**config.mk**
```make
export PLATFORM = sky130hd
export DESIGN_NAME = dtm_top
export DESIGN_NICKNAME = d
export VERILOG_FILES = /design/src/rtl/dtm_pkg.sv /design/src/rtl/dtm_top.sv
export SDC_FILE = /design/constraint.sdc
export NUM_CORES = 1
export LEC_CHECK = 0
export BUFFER_PORTS_ARGS = -buffer_cell sky130_fd_sc_hd__buf_4
export CELL_PAD_IN_SITES_DETAIL_PLACEMENT = 0
export CELL_PAD_IN_SITES_GLOBAL_PLACEMENT = 2
export CORE_MARGIN = 1.5
export CORE_UTILIZATION = 37
export CTS_CLUSTER_DIAMETER = 150
export CTS_CLUSTER_SIZE = 30
export DETAILED_ROUTE_END_ITERATION = 6
export GPL_TIMING_DRIVEN = 0
export HOLD_SLACK_MARGIN = 0.02
export PLACE_DENSITY = 0.95
export RECOVER_POWER = 100
export SLEW_MARGIN = 20
export SYNTH_ARGS = -nofsm -noshare
export SYNTH_HDL_FRONTEND = slang
export SYNTH_SLANG_ARGS = --single-unit
```
**constraint.sdc**
```tcl
create_clock -name clk_sys -period 4.9 [get_ports clk_sys]
set_clock_uncertainty 0.05 [all_clocks]
set_input_delay 1.47 -clock clk_sys [delete_from_list [all_inputs] [get_ports clk_sys]]
set_output_delay 1.47 -clock clk_sys [all_outputs]
set_load 0.005 [all_outputs]
```
**src/rtl/dtm_pkg.sv**
```systemverilog
// package: register map, field layout, reset values and timing constants
package dtm_pkg;
  // register indices, byte address is four times the index
  localparam logic [3:0] IDX_COMMON   = 4'h1;
  localparam logic [3:0] IDX_WIDE     = 4'h2;
  localparam logic [3:0] IDX_JOINT    = 4'h3;
  localparam logic [3:0] IDX_WRLD_LO  = 4'h4;
  localparam logic [3:0] IDX_WRLD_HI  = 4'h5;
  localparam logic [3:0] IDX_WCAP_LO  = 4'h6;
  localparam logic [3:0] IDX_WCAP_HI  = 4'h7;
  localparam logic [3:0] IDX_NRLD     = 4'h8;
  // common register fields
  localparam int B_MODE = 7;
  localparam int B_SEL  = 6;
  localparam int B_LOGH = 5;
  localparam int B_LOGL = 4;
  localparam int B_SUBH = 3;
  localparam int B_SUBL = 2;
  localparam int B_LV8  = 1;
  localparam int B_LV16 = 0;
  // wide control fields
  localparam int B_EN   = 7;
  localparam int B_SGL  = 6;
  localparam int B_TMO  = 5;
  localparam int B_CLKH = 4;
  localparam int B_CLKL = 3;
  localparam int B_CMSK = 2;
  localparam int B_TMSK = 1;
  localparam int B_PIN  = 0;
  // joint register fields
  localparam int B_JW   = 7;
  localparam int B_JN   = 6;
  localparam int B_SYNC = 5;
  localparam logic [4:0] JOINT_LOW_ONES = 5'h1f;
  // submode and edge codes
  typedef enum logic [1:0] {
    SUB_NORMAL = 2'b00, SUB_PINGPONG = 2'b01,
    SUB_FORCE0 = 2'b10, SUB_FORCE1 = 2'b11
  } dtm_sub_t;
  localparam logic [1:0] EDGE_FALL = 2'b00;
  localparam logic [1:0] EDGE_RISE = 2'b01;
  localparam logic [1:0] EDGE_BOTH = 2'b10;
  // reset values of reload registers
  localparam logic [15:0] WRLD_RST = 16'hffff;
  localparam logic [7:0]  NRLD_RST = 8'hff;
  // glitch filter widths in system clocks
  localparam int          FILT_SHORT_CLK = 4;
  localparam int          FILT_LONG_CLK  = 8;
  localparam logic [3:0]  FILT_SHORT = 4'(FILT_SHORT_CLK - 1);
  localparam logic [3:0]  FILT_LONG  = 4'(FILT_LONG_CLK - 1);
endpackage : dtm_pkg

```
**src/rtl/dtm_top.sv**
```systemverilog
// module: dual timer mode control with avalon register slave
//
// The Avalon-MM interface to the registers was decided locally.
`timescale 1ns/1ps
`default_nettype none
module dtm_top (
  // clock and reset
  input  wire logic        clk_sys,
  input  wire logic        reset,
  // avalon-mm slave, word addressed
  input  wire logic [3:0]  address,
  input  wire logic        read,
  input  wire logic        write,
  input  wire logic [3:0]  byteenable,
  input  wire logic [31:0] writedata,
  output logic      [31:0] readdata,
  output logic             waitrequest,
  // port pins
  input  wire logic        first_capture_input,
  input  wire logic        alternate_capture_input,
  input  wire logic        port_value_combined,
  input  wire logic        port_value_wide,
  output logic             combined_output_pin,
  output logic             wide_output_pin,
  // interrupt requests, one-cycle pulses
  output logic             wide_capture_irq,
  output logic             wide_timeout_irq,
  output logic             pin_interrupt_request
);
  logic [7:0]  common_q;
  logic        rise_q, fall_q, lv8_q, lv16_q;
  logic [7:0]  wctl_q;
  logic        wen_q, wtmo_q, sync_q, nen_q;
  logic [15:0] wrld_q, wcnt_q, wcap_q;
  logic [7:0]  nrld_q, ncnt_q;
  logic        wout_q, nout_q, wseen_q;
  logic        wait_q;
  logic [7:0]  rdat_q;
  logic [2:0]  pre_q;
  logic        raw_in, filt_q, prev_q;
  logic [3:0]  fcnt_q;
  logic        cap_irq_q, tmo_irq_q, pin_irq_q, comb_q, wpin_q;
  logic        tx, wr_acc, wtick, rise_det, fall_det, edge_det;
  logic        wtc, ntc, capture, wstart, nstart, wstop, nstop;
  logic        pingpong;
  logic [1:0]  sub;
  logic [3:0]  flen;
  logic [7:0]  wd, rmux;

  assign tx       = !common_q[dtm_pkg::B_MODE];
  assign sub      = common_q[dtm_pkg::B_SUBH:dtm_pkg::B_SUBL];
  assign pingpong = tx && (sub == dtm_pkg::SUB_PINGPONG);
  assign wd       = writedata[7:0];
  assign wr_acc   = write && !wait_q && byteenable[0];

  // avalon: one wait cycle, then the transfer completes
  always_ff @(posedge clk_sys) begin
    if (reset) begin
      wait_q <= 1'b1;
      rdat_q <= 8'h00;
    end else if ((read || write) && wait_q) begin
      wait_q <= 1'b0;
      rdat_q <= rmux;
    end else begin
      wait_q <= 1'b1;
    end
  end

  always_comb begin
    rmux = 8'h00;
    unique case (address)
      dtm_pkg::IDX_COMMON:
        rmux = tx ? common_q :
               {common_q[7:2], rise_q, fall_q};
      dtm_pkg::IDX_WIDE:
        rmux = {wen_q, wctl_q[6], wtmo_q, wctl_q[4:0]};
      dtm_pkg::IDX_JOINT:
        rmux = {wen_q, nen_q, sync_q, dtm_pkg::JOINT_LOW_ONES};
      dtm_pkg::IDX_WRLD_LO: rmux = wrld_q[7:0];
      dtm_pkg::IDX_WRLD_HI: rmux = wrld_q[15:8];
      dtm_pkg::IDX_WCAP_LO: rmux = wcap_q[7:0];
      dtm_pkg::IDX_WCAP_HI: rmux = wcap_q[15:8];
      dtm_pkg::IDX_NRLD:    rmux = nrld_q;
      default:              rmux = 8'h00;
    endcase
  end

  // common register; level bits share positions with the edge flags
  always_ff @(posedge clk_sys) begin
    if (reset) begin
      common_q <= 8'h00;
    end else if (wr_acc && address == dtm_pkg::IDX_COMMON) begin
      common_q <= wd;
    end
  end
  assign lv8_q  = common_q[dtm_pkg::B_LV8];
  assign lv16_q = common_q[dtm_pkg::B_LV16];

  // edge flags: a new edge wins over a clear in the same cycle
  always_ff @(posedge clk_sys) begin
    if (reset) begin
      rise_q <= 1'b0;
      fall_q <= 1'b0;
    end else begin
      if (!tx && rise_det && edge_det)
        rise_q <= 1'b1;
      else if (wr_acc && address == dtm_pkg::IDX_COMMON && wd[dtm_pkg::B_LV8])
        rise_q <= 1'b0;
      if (!tx && fall_det && edge_det)
        fall_q <= 1'b1;
      else if (wr_acc && address == dtm_pkg::IDX_COMMON && wd[dtm_pkg::B_LV16])
        fall_q <= 1'b0;
    end
  end

  // wide control, reload and narrow reload registers
  always_ff @(posedge clk_sys) begin
    if (reset) begin
      wctl_q <= 8'h00;
      wrld_q <= dtm_pkg::WRLD_RST;
      nrld_q <= dtm_pkg::NRLD_RST;
      sync_q <= 1'b0;
    end else if (wr_acc) begin
      unique case (address)
        dtm_pkg::IDX_WIDE:    wctl_q <= wd;
        dtm_pkg::IDX_WRLD_LO: wrld_q[7:0] <= wd;
        dtm_pkg::IDX_WRLD_HI: wrld_q[15:8] <= wd;
        dtm_pkg::IDX_NRLD:    nrld_q <= wd;
        dtm_pkg::IDX_JOINT:   sync_q <= wd[dtm_pkg::B_SYNC];
        default: ;
      endcase
    end
  end

  // enable writes from either the wide or the joint register
  always_comb begin
    wstart = 1'b0;
    wstop  = 1'b0;
    nstart = 1'b0;
    nstop  = 1'b0;
    if (wr_acc && address == dtm_pkg::IDX_WIDE) begin
      wstart = wd[dtm_pkg::B_EN] && !wen_q;
      wstop  = !wd[dtm_pkg::B_EN];
    end
    if (wr_acc && address == dtm_pkg::IDX_JOINT) begin
      wstart = wd[dtm_pkg::B_JW] && !wen_q;
      wstop  = !wd[dtm_pkg::B_JW];
      nstart = wd[dtm_pkg::B_JN] && !nen_q;
      nstop  = !wd[dtm_pkg::B_JN];
    end
    // ping-pong hands the run from one counter to the other
    if (pingpong && ntc && !nstop && !wstop)
      wstart = 1'b1;
    if (pingpong && wtc && !wstop)
      nstart = 1'b1;
  end

  // prescaler; sync mode restarts it on a joint enable write
  always_ff @(posedge clk_sys) begin
    if (reset)
      pre_q <= 3'h0;
    else if (sync_q && wr_acc && address == dtm_pkg::IDX_JOINT)
      pre_q <= 3'h0;
    else
      pre_q <= pre_q + 3'h1;
  end

  always_comb begin
    unique case (wctl_q[dtm_pkg::B_CLKH:dtm_pkg::B_CLKL])
      2'b00: wtick = 1'b1;
      2'b01: wtick = pre_q[0];
      2'b10: wtick = &pre_q[1:0];
      2'b11: wtick = &pre_q;
    endcase
  end

  // glitch filter: input must hold the new level for the chosen width
  assign raw_in = common_q[dtm_pkg::B_SEL] ? alternate_capture_input
                                           : first_capture_input;
  always_comb begin
    unique case (sub)
      2'b01:   flen = dtm_pkg::FILT_SHORT;
      2'b10:   flen = dtm_pkg::FILT_LONG;
      default: flen = 4'h0;
    endcase
  end

  always_ff @(posedge clk_sys) begin
    if (reset) begin
      filt_q <= 1'b0;
      fcnt_q <= 4'h0;
      prev_q <= 1'b0;
    end else begin
      prev_q <= filt_q;
      if (raw_in == filt_q) begin
        fcnt_q <= 4'h0;
      end else if (fcnt_q >= flen) begin
        filt_q <= raw_in;
        fcnt_q <= 4'h0;
      end else begin
        fcnt_q <= fcnt_q + 4'h1;
      end
    end
  end

  assign rise_det = filt_q && !prev_q;
  assign fall_det = !filt_q && prev_q;
  always_comb begin
    unique case (common_q[dtm_pkg::B_LOGH:dtm_pkg::B_LOGL])
      dtm_pkg::EDGE_FALL: edge_det = fall_det;
      dtm_pkg::EDGE_RISE: edge_det = rise_det;
      dtm_pkg::EDGE_BOTH: edge_det = rise_det || fall_det;
      default:            edge_det = 1'b0;
    endcase
  end

  // reserved edge code reports nothing; single mode ignores later edges
  assign capture = !tx && wen_q && edge_det &&
                   (!wseen_q || !wctl_q[dtm_pkg::B_SGL]);
  assign wtc = wen_q && wtick && (wcnt_q == 16'h0001) &&
               (tx || wseen_q);

  // wide counter; zero start rolls over without a timeout
  always_ff @(posedge clk_sys) begin
    if (reset) begin
      wen_q   <= 1'b0;
      wcnt_q  <= 16'h0000;
      wcap_q  <= 16'h0000;
      wseen_q <= 1'b0;
    end else if (wstop) begin
      wen_q   <= 1'b0;
      wseen_q <= 1'b0;
    end else if (wstart) begin
      wen_q   <= 1'b1;
      wseen_q <= 1'b0;
      wcnt_q  <= wrld_q;
    end else if (capture) begin
      wcap_q  <= ~wcnt_q;
      wcnt_q  <= wrld_q;
      wseen_q <= 1'b1;
    end else if (wtc && tx) begin
      if (wctl_q[dtm_pkg::B_SGL] || pingpong)
        wen_q <= 1'b0;
      else
        wcnt_q <= wrld_q;
    end else if (wen_q && wtick && (tx || wseen_q)) begin
      wcnt_q <= wcnt_q - 16'h0001;
    end
  end

  // timeout flag: terminal count wins over a clear
  always_ff @(posedge clk_sys) begin
    if (reset)
      wtmo_q <= 1'b0;
    else if (wtc)
      wtmo_q <= 1'b1;
    else if (wr_acc && address == dtm_pkg::IDX_WIDE && wd[dtm_pkg::B_TMO])
      wtmo_q <= 1'b0;
  end

  // wide output level
  always_ff @(posedge clk_sys) begin
    if (reset)
      wout_q <= 1'b1;
    else if (tx && sub == dtm_pkg::SUB_FORCE0)
      wout_q <= 1'b0;
    else if (tx && sub == dtm_pkg::SUB_FORCE1)
      wout_q <= 1'b1;
    else if (wstart)
      wout_q <= lv16_q;
    else if (!wen_q)
      wout_q <= !lv16_q;
    else if (wtc && tx)
      wout_q <= !wout_q;
  end

  // narrow counter, transmit only, counts on every system clock
  assign ntc = nen_q && tx && (ncnt_q == 8'h01);
  always_ff @(posedge clk_sys) begin
    if (reset) begin
      nen_q  <= 1'b0;
      ncnt_q <= 8'h00;
    end else if (nstop) begin
      nen_q <= 1'b0;
    end else if (nstart) begin
      nen_q  <= 1'b1;
      ncnt_q <= nrld_q;
    end else if (ntc) begin
      if (pingpong)
        nen_q <= 1'b0;
      else
        ncnt_q <= nrld_q;
    end else if (nen_q && tx) begin
      ncnt_q <= ncnt_q - 8'h01;
    end
  end

  always_ff @(posedge clk_sys) begin
    if (reset)
      nout_q <= 1'b1;
    else if (nstart)
      nout_q <= lv8_q;
    else if (!nen_q)
      nout_q <= !lv8_q;
    else if (ntc)
      nout_q <= !nout_q;
  end

  // pins and interrupt requests, all registered
  always_ff @(posedge clk_sys) begin
    if (reset) begin
      comb_q    <= 1'b0;
      wpin_q    <= 1'b0;
      cap_irq_q <= 1'b0;
      tmo_irq_q <= 1'b0;
      pin_irq_q <= 1'b0;
    end else begin
      if (tx && common_q[dtm_pkg::B_SEL]) begin
        unique case (common_q[dtm_pkg::B_LOGH:dtm_pkg::B_LOGL])
          2'b00: comb_q <= nout_q & wout_q;
          2'b01: comb_q <= nout_q | wout_q;
          2'b10: comb_q <= ~(nout_q | wout_q);
          2'b11: comb_q <= ~(nout_q & wout_q);
        endcase
      end else begin
        comb_q <= port_value_combined;
      end
      wpin_q    <= wctl_q[dtm_pkg::B_PIN] ? wout_q
                                          : port_value_wide;
      cap_irq_q <= capture && wctl_q[dtm_pkg::B_CMSK];
      tmo_irq_q <= wtc && wctl_q[dtm_pkg::B_TMSK];
      pin_irq_q <= capture && !common_q[dtm_pkg::B_SEL];
    end
  end

  assign readdata              = {24'h000000, rdat_q};
  assign waitrequest           = wait_q;
  assign combined_output_pin   = comb_q;
  assign wide_output_pin       = wpin_q;
  assign wide_capture_irq      = cap_irq_q;
  assign wide_timeout_irq      = tmo_irq_q;
  assign pin_interrupt_request = pin_irq_q;
endmodule : dtm_top
`default_nettype wire
```
==> results of run 1 <==
[sequential cells by signal, summed over array words and instances (netlist names), 3 cells and up]
signal    count
wctl_q        6
rdat_q        8
fcnt_q        4
wrld_q       16
pre_q         3
nrld_q        8
ncnt_q        8
wcnt_q       16
wcap_q       16
common_q      8
[layout make-up]
type / instances / share of cell area [%]
buffer: 64 / 5.54
clock buffer: 11 / 3.82
clock inverter: 4 / 0.491
inverter: 34 / 1.93
multi-input combinational: 517 / 47.8
sequential: 110 / 33.3
tap: 211 / 3.99
timing repair buffer: 29 / 3.18
[stage by stage]
step / area, um2 / hold WS [ns] / cells
global placement: 6380 / 0.381 / 965
CTS: 6680 / 0.414 / 980
global route: 6620 / 0.422 / 980
floorplan: 5900 / 0.366 / 725
detailed placement: 6390 / 0.402 / 965
finish: 6620 / 0.403 / 980
[worst min-delay path by stage]
| stage | end | slack, ns | depth (start not counted) |
|---|---|---|---|
| after detailed placement | pre_q[0]$_SDFF_PP0_ | 0.40 | 1 |
| after global placement | pre_q[0]$_SDFF_PP0_ | 0.38 | 1 |
| after CTS | pre_q[0]$_SDFF_PP0_ | 0.41 | 1 |
| final | pre_q[0]$_SDFF_PP0_ | 0.40 | 1 |
| after floorplan | pre_q[0]$_SDFF_PP0_ | 0.37 | 1 |
| after global routing | pre_q[0]$_SDFF_PP0_ | 0.42 | 1 |
[cell usage after synthesis, drive strengths merged (7+ instances only)]
master,count,area share (%)
nand2b,7,0.75
mux2i,22,3.8
o32ai,12,1.8
nand3b,13,1.7
o21ai,11,0.95
a22oi,12,1.5
nand2,81,5.2
clkbuf,25,1.6
nor2b,7,0.75
buf,39,4.8
nand3,27,2.3
a21oi,56,4.8
o211ai,8,1.0
a31oi,13,1.4
nor3,26,2.4
dfxtp,110,38
nor4,10,1.3
ha,16,3.4
nor2,60,3.9
or3,9,0.97
inv,33,2.1
[cell usage in the layout (no fill, tap or decap), types with 6 or more instances in the layout]
| master | synthesis | routed |
|---|---|---|
| clkbuf_16 | 0 | 9 |
| o211ai_1 | 8 | 8 |
| conb_1 | 1 | 24 |
| a221oi_1 | 6 | 6 |
| nor4_1 | 8 | 8 |
| clkbuf_4 | 0 | 13 |
| ha_1 | 16 | 16 |
| nand3b_1 | 13 | 13 |
| a31oi_1 | 13 | 13 |
| buf_4 | 25 | 39 |
| a21oi_1 | 56 | 56 |
| or3_1 | 9 | 9 |
| nand2_1 | 81 | 81 |
| o32ai_1 | 12 | 12 |
| a22oi_1 | 12 | 12 |
| inv_1 | 33 | 33 |
| o21ai_0 | 9 | 9 |
| nor3_1 | 25 | 25 |
| a222oi_1 | 6 | 6 |
| dfxtp_1 | 110 | 110 |
| clkbuf_1 | 25 | 33 |
| nor2_1 | 59 | 59 |
| nand3_1 | 27 | 27 |
| nor2b_1 | 7 | 7 |
| mux2i_1 | 22 | 22 |
| nand2b_1 | 7 | 7 |
[worst max-delay path, cell delays in order]
cell	delay, ns
clkbuf_1	0.35
nor4bb_1	0.33
clkbuf_1	0.42
nand4b_1	0.23
a31oi_1	0.52
a31oi_1	0.20
clkbuf_1	0.31
nand2_1	0.43
o21ai_0	0.17
[cells by family (layout without fill, tap and decap cells)]
group                      Yosys count  in the layout  synth area share [%]
DFF                                110            110                  37.9
adders and majority gates           16             16                  3.44
AOI/OAI and AO/OA                  167            167                  20.3
muxes                               26             26                  4.56
and+or+nand+nor                    279            279                  24.4
other                                1             24                0.0645
xor gates and xnor gates             5              5                 0.753
buffers and inverters               98            142                  8.56
[per-layer routing]
metal | track usage, % | vias to the layer above | share of wire (%)
li1 | - | 2616 | -
met1 | 34.5 | 2724 | 47
met3 | 3.74 | 27 | 7.7
met5 | 0 | - | 0
met4 | 9.19 | 0 | 2.4
met2 | 36.0 | 236 | 43
[where the power goes]
part           switching (mW)  internal (mW)
Combinational           0.106         0.0680
Clock                   0.342          0.372
Sequential             0.0101          0.904
Total                   0.458           1.34
==> results.toml, run 1 <==
[sta]
tns_ns = 0
worstMarginPinSlew_ns = 1.78
finalSetupViolCount = 0
final_max_slew_viol_count = 9
max_freq_mhz = 234
fin_crit_ns = 4.28
setup_ws_ns = 0.619
post-route-period-util_pct = 87.4
rsz0062_at_grt = "no"
slew_headroom_pct = -20.0
hold_viol_final = 0

[cts]
ctsHtreeMaxLevel = 3
clk-insertion-delay-late_ns = 0.36
cts_resized = 0
cts_tree = "done"
clockBufferDepth = 2
post_cts_buffers = 0
cts_sinks = 110
cts-hold-fix-buffers = 0
path_clk_slew_ns = 0.07
numCtsBuffers = 9
cts_root_buf = "clkbuf_16"

[setup_path]
cp_data_required_time_ns = 5.07
r2r_setup_slack_ns = 1.23
regToRegStartpoint = "wcnt_q[1]$_SDFFE_PP0P_"
reg2reg_depth = 8
cp-start-kind = "input port"
crit_start = "address[0]"
path_max_fanout = 10
cp_data_arrival_time_ns = 4.45
cp-endpoint = "wcnt_q[1]$_SDFFE_PP0P_"
r2r_end = "ncnt_q[4]$_SDFFE_PP0P_"
critPathKind = "input port to flip-flop"
end_kind = "flip-flop"

[floorplanning]
dieArea_mm2 = 0.0165
initial_core_util_pct = 38.1
die_y_um = 128
core_area_mm2 = 0.0153
rows = 45
die_w_um = 128
ioPinCount = 86

[yosys]
synth-main-ff-cell = "dfxtp_1"
seq_area_frac_synth_pct = 37.9
yosysUniqueCellTypes = 72
ys_warn_count = 0
synthArstFlopShare_pct = 0
synth_edf_count = 0
ys_ff_latch = 110
syn_inst = 702
avgSynthCellArea_um2 = 8.29
syn-cell-area_mm2 = 0.00582

[route]
drt-wirelength-per-cell_um = 19.9
ant_nets = 0
drt_pass1_iterations = 7
routed_via_density = 5.72
drt_iter0_drc = 532
finalWirelength_mm = 19.5
vias = 5603
drcViolationCount = 0

[cells_and_area]
fin_nets = 829
utilization_pct = 43.4
multi_input_area_mm2 = 0.00316
fillers = 1555
n_antenna_cell = 0
syn_to_final_growth_pct = 13.8
drive_gt1_share_pct = 12.4
seq_area_mm2 = 0.00220

[global_route]
overflow = 0
grt_pass1_wl_mm = 29.7
grt_use_total_pct = 24.0
grt_max_degree = 18
antenna_found_initial = 0
grt_pass1_vias = 5069

[place]
dp_slack_ns = 0.794
port_buffers = 29
dpl.hpwl_mm = 14.7
finalWeightedCongestion = 0.973

[power_and_ir_drop]
ir_drop_mv = 0.152
p_per_area_mw_per_mm2 = 272
leakage_nw = 2.65
finalPower_mw = 1.80

[outcome]
violations = "capacitance limit, slew limit"
status = "complete, but fails checks"

[flow_run]
cap_violations = 1

[worst_hold_path]
min_path_type = "flip-flop to flip-flop"
worstHoldStart = "pre_q[0]$_SDFF_PP0_"
No activity file was read; power rests on OpenSTA's default activity.
==> run 2, diff against run 1 <==
--- a/config.mk
+++ b/config.mk
@@ -15,6 +15,7 @@
 export DETAILED_ROUTE_END_ITERATION = 6
 export GPL_TIMING_DRIVEN = 0
 export HOLD_SLACK_MARGIN = 0.02
+export MAX_ROUTING_LAYER = met4
 export PLACE_DENSITY = 0.95
 export RECOVER_POWER = 100
 export SLEW_MARGIN = 20
==> results.toml, run 2 (synthesized netlist as in run 1, its figures left out) <==
[setup_path]
cp_slowest_stage_delay_ns = 0.82
critPathKind = "input port to flip-flop"
reg2reg_depth = 8
crit_chain = "clkbuf_1, buf_6, or3b_1, clkbuf_1, nor3_1, o32a_2, and3_1, buf_8, mux2i_1, a2111oi_0"
path_common_cell = "clkbuf_1"
r2r_setup_slack_ns = 1.12
cp_data_arrival_time_ns = 4.40
end_kind = "flip-flop"
path_max_fanout = 10
cpMaxStageDelayCell = "nor3_1"
cp_data_required_time_ns = 5.08
r2r_end = "ncnt_q[4]$_SDFFE_PP0P_"
regToRegStartpoint = "wcnt_q[1]$_SDFFE_PP0P_"
cp-start-kind = "input port"

[place]
finalWeightedCongestion = 0.977
placed_area_mm2 = 0.00639
dpl.hpwl_mm = 14.7
port_buffers = 29

[cells_and_area]
fin_nets = 829
drive_gt1_share_pct = 12.3
fillers = 1546
final_cell_mix = "110 x dfxtp_1, 81 x nand2_1, 59 x nor2_1"
n_antenna_cell = 0
multi_input_area_mm2 = 0.00315
layout_commonest_cell = "dfxtp_1"
syn_to_final_growth_pct = 14.0
seq_area_mm2 = 0.00220
fin_area_mm2 = 0.00663
reg_top3 = "wcap_q x16, wcnt_q x16, wrld_q x16"

[global_route]
antenna_found_initial = 0
top_usage_layer = "met2"
grt_pass1_vias = 5132
grt_use_total_pct = 25.1
met1_usage_pct = 35.5
grt_max_degree = 19
use_met3_pct = 4.66
overflow = 0
met2_usage_pct = 36.6
grt_pass1_wl_mm = 30.2

[floorplanning]
initial_core_util_pct = 38.1
die_y_um = 128
die_w_um = 128
core_area_mm2 = 0.0153
rows = 45
ioPinCount = 86
dieArea_mm2 = 0.0165

[cts]
cts_tree = "done"
path_clk_slew_ns = 0.08
numCtsBuffers = 9
post_cts_buffers = 0
cts-hold-fix-buffers = 0
clk-insertion-delay-late_ns = 0.36
cts_root_buf = "clkbuf_16"
ctsHtreeMaxLevel = 3
cts_resized = 0
cts_sinks = 110
clockBufferDepth = 2

[sta]
fin_crit_ns = 4.22
tns_ns = 0
worstMarginPinSlew_ns = 1.78
rsz0062_at_grt = "no"
slew_headroom_pct = -20.0
final_max_slew_viol_count = 9
hold_viol_final = 0
holdWs_ns = 0.403
finalSetupViolCount = 0
post-route-period-util_pct = 86.2
max_freq_mhz = 237

[route]
drt_pass1_iterations = 7
finalWirelength_mm = 19.6
drt-wirelength-per-cell_um = 19.9
drt_iter0_drc = 545
ant_nets = 0
routed_via_density = 5.71
drcViolationCount = 0
vias = 5599

[worst_hold_path]
worstHoldStart = "pre_q[0]$_SDFF_PP0_"
min_path_cells = 1
holdPathEnd = "pre_q[0]$_SDFF_PP0_"
min_path_type = "flip-flop to flip-flop"

[power_and_ir_drop]
leakage_nw = 2.66
ir_drop_mv = 0.157
p_per_area_mw_per_mm2 = 280

[flow_run]
cap_violations = 1

[outcome]
violations = "capacitance limit, slew limit"
status = "complete, but fails checks"
## run 2: where the power goes
group          total, mW  internal, mW  switching (mW)
clock              0.771         0.415           0.356
sequential         0.914         0.904         0.00994
combinational      0.171        0.0675           0.104
total               1.86          1.39           0.470
## run 2: worst max-delay path: cells and delay by family
family | cells | cell delay [ns]
muxes | 1 | 0.07
and+or+nand+nor | 3 | 1.41
AOI/OAI and AO/OA | 2 | 0.86
buffers and inverters | 4 | 0.59
## run 2: how the worst max path moves through the flow
stage | startpoint | to
finish | address[3] | wcnt_q[8]$_SDFFE_PP0P_
global route | address[3] | wcnt_q[14]$_SDFFE_PP0P_
CTS | address[0] | wcnt_q[1]$_SDFFE_PP0P_
detailed placement | address[0] | wcnt_q[15]$_SDFFE_PP0P_
global placement | address[0] | wcnt_q[1]$_SDFFE_PP0P_
floorplan | address[2] | wcnt_q[15]$_SDFFE_PP0P_
## run 2: layout make-up
cell class	instances	area share (%)
multi-input combinational	517	47.5
buffer	64	5.55
sequential	110	33.2
tap	211	3.98
inverter	34	1.92
clock buffer	10	3.60
clock inverter	6	1.04
timing repair buffer	29	3.17
## run 2: per-stage QoR
step | std cells | utilization (%) | setup WS (ns) | power (mW)
after detailed placement | 965 | 41.9 | 0.779 | 1.11
final | 981 | 43.5 | 0.677 | 1.86
after global routing | 981 | 43.5 | 0.530 | 1.92
after floorplan | 725 | - | 1.43 | 1.04
after CTS | 981 | 43.9 | 1.12 | 1.86
after global placement | 965 | 41.8 | 0.775 | 1.10
## run 2: routing by layer
metal / share of wire [%] / routed length, um / vias up
met5: 0 / 0 / -
met4: 2.2 / 431 / 0
met3: 9.1 / 1780 / 29
met2: 43 / 8400 / 279
met1: 46 / 8950 / 2679
li1: - / - / 2612
==> run 3, diff against run 2 <==
--- a/config.mk
+++ b/config.mk
@@ -9,15 +9,16 @@
 export CELL_PAD_IN_SITES_DETAIL_PLACEMENT = 0
 export CELL_PAD_IN_SITES_GLOBAL_PLACEMENT = 2
 export CORE_MARGIN = 1.5
-export CORE_UTILIZATION = 37
+export CORE_UTILIZATION = 34
 export CTS_CLUSTER_DIAMETER = 150
 export CTS_CLUSTER_SIZE = 30
 export DETAILED_ROUTE_END_ITERATION = 6
 export GPL_TIMING_DRIVEN = 0
 export HOLD_SLACK_MARGIN = 0.02
 export MAX_ROUTING_LAYER = met4
-export PLACE_DENSITY = 0.95
+export PLACE_DENSITY = 0.91
 export RECOVER_POWER = 100
+export SETUP_SLACK_MARGIN = 0.4
 export SLEW_MARGIN = 20
 export SYNTH_ARGS = -nofsm -noshare
 export SYNTH_HDL_FRONTEND = slang
==> constraint.sdc (replaced) <==
create_clock -name clk_sys -period 4.3 [get_ports clk_sys]
set_clock_uncertainty 0.05 [all_clocks]
set_input_delay 1.29 -clock clk_sys [delete_from_list [all_inputs] [get_ports clk_sys]]
set_output_delay 1.29 -clock clk_sys [all_outputs]
set_load 0.005 [all_outputs]
==> results.toml, run 3 (synthesized netlist as in run 1, its figures left out) <==
[route]
vias = 5500
drt-wirelength-per-cell_um = 20.1
routed_via_density = 5.56
drt_pass1_iterations = 6
finalWirelength_mm = 19.9
drcViolationCount = 0
ant_nets = 0
drt_iter0_drc = 638

[setup_path]
path_common_cell = "o31ai_1"
crit_buf_inv = 3
cp-start-kind = "input port"
cp_data_required_time_ns = 4.50
cpMaxStageDelayCell = "o31ai_1"
crit_chain = "clkbuf_1, buf_6, or3b_1, buf_2, o31ai_1, o31ai_1, o21ai_1, a21o_1, a32o_1"
cp_data_arrival_time_ns = 4.07
critPathKind = "input port to flip-flop"
cp_top_family = "compound AO/OA/AOI/OAI gates"
cp_slowest_stage_delay_ns = 1.05
path_max_fanout = 10
end_kind = "flip-flop"

[outcome]
status = "complete, but fails checks"
violations = "capacitance limit, slew limit"

[cts]
clockBufferDepth = 2
cts_resized = 0
clk-insertion-delay-late_ns = 0.36
cts_root_buf = "clkbuf_16"
cts-hold-fix-buffers = 0
path_clk_slew_ns = 0.07
ctsHtreeMaxLevel = 3
cts_tree = "done"
post_cts_buffers = 0
numCtsBuffers = 9
cts_sinks = 110

[cells_and_area]
n_antenna_cell = 0
fillers = 1708
drive_gt1_share_pct = 12.6
fin_nets = 829
syn_to_final_growth_pct = 13.9
reg_top3 = "wcap_q x16, wcnt_q x16, wrld_q x16"
layout_commonest_cell = "dfxtp_1"
final_cell_mix = "110 x dfxtp_1, 81 x nand2_1, 59 x nor2_1"

[place]
port_buffers = 29
finalWeightedCongestion = 0.963
dpl.hpwl_mm = 15.1

[global_route]
grt_use_total_pct = 23.1
overflow = 0
grt_max_degree = 20
antenna_found_initial = 0
grt_pass1_wl_mm = 30.1
grt_pass1_vias = 5044

[power_and_ir_drop]
p_per_area_mw_per_mm2 = 310
leakage_nw = 2.66
finalPower_mw = 2.06
ir_drop_mv = 0.165

[sta]
slew_headroom_pct = -23.0
tns_ns = 0
final_max_slew_viol_count = 9
post-route-period-util_pct = 89.9
hold_viol_final = 0
finalSetupViolCount = 0
rsz0062_at_grt = "no"
max_freq_mhz = 259
fin_crit_ns = 3.87
worstMarginPinSlew_ns = 1.83

[floorplanning]
die_y_um = 134
rows = 47
core_area_mm2 = 0.0166
dieArea_mm2 = 0.0179
initial_core_util_pct = 35.0
die_w_um = 134
ioPinCount = 86

[worst_hold_path]
min_path_type = "flip-flop to flip-flop"

[flow_run]
cap_violations = 1
==> run 3: changes by cell type in the layout (fill, tap and decap cells not counted), moves of 2 or more <==
| cell | delta |
|---|---|
| buf_2 | +2 |
| inv_8 | +2 |
| nor3_1 | -2 |
| inv_6 | -2 |
==> run 3: routing by layer <==
metal	GRT usage (%)	part of all wire (%)	vias up
met4	9.78	3.0	0
met1	31.8	46	2620
met2	34.0	44	230
met5	-	0	-
met3	3.02	7.3	33
li1	-	-	2617
==> run 3: final cells by class <==
cell class | count | area, um2 | share of cell area, %
plain buffers | 64 | 370 | 5.59
clock buffers | 9 | 225 | 3.40
clock inverters | 7 | 57.6 | 0.869
inverters | 34 | 128 | 1.93
multi-input cells | 517 | 3160 | 47.7
flip-flops and latches | 110 | 2200 | 33.2
well taps | 220 | 275 | 4.15
repair buffers | 29 | 206 | 3.12
==> run 3: power by group <==
part	switching, mW	leakage (nW)	internal, mW	total [mW]
clock	0.416	0.139	0.402	0.818
sequential	0.0112	0.890	1.03	1.04
combinational	0.120	1.64	0.0769	0.197
==> run 3: final timing paths <==
| path | to | slack (ns) | start | depth (start not counted) |
|---|---|---|---|---|
| max | ncnt_q[4]$_SDFFE_PP0P_ | 0.43 | address[3] | 9 |
| min | pre_q[0]$_SDFF_PP0_ | 0.40 | pre_q[0]$_SDFF_PP0_ | 1 |
| max reg2reg | ncnt_q[4]$_SDFFE_PP0P_ | 0.60 | wcnt_q[1]$_SDFFE_PP0P_ | 8 |
| min reg2reg | pre_q[0]$_SDFF_PP0_ | 0.40 | pre_q[0]$_SDFF_PP0_ | 1 |
==> run 3: metrics by stage <==
step | util, % | instance area (um2) | hold WS (ns) | setup slack [ns] | cells
floorplan | - | 5900 | 0.366 | 1.01 | 725
global placement | 38.4 | 6400 | 0.382 | 0.295 | 974
detailed placement | 38.5 | 6400 | 0.401 | 0.286 | 974
CTS | 40.2 | 6690 | 0.413 | 0.653 | 990
global route | 39.8 | 6630 | 0.424 | 0.216 | 990
finish | 39.8 | 6630 | 0.402 | 0.433 | 990
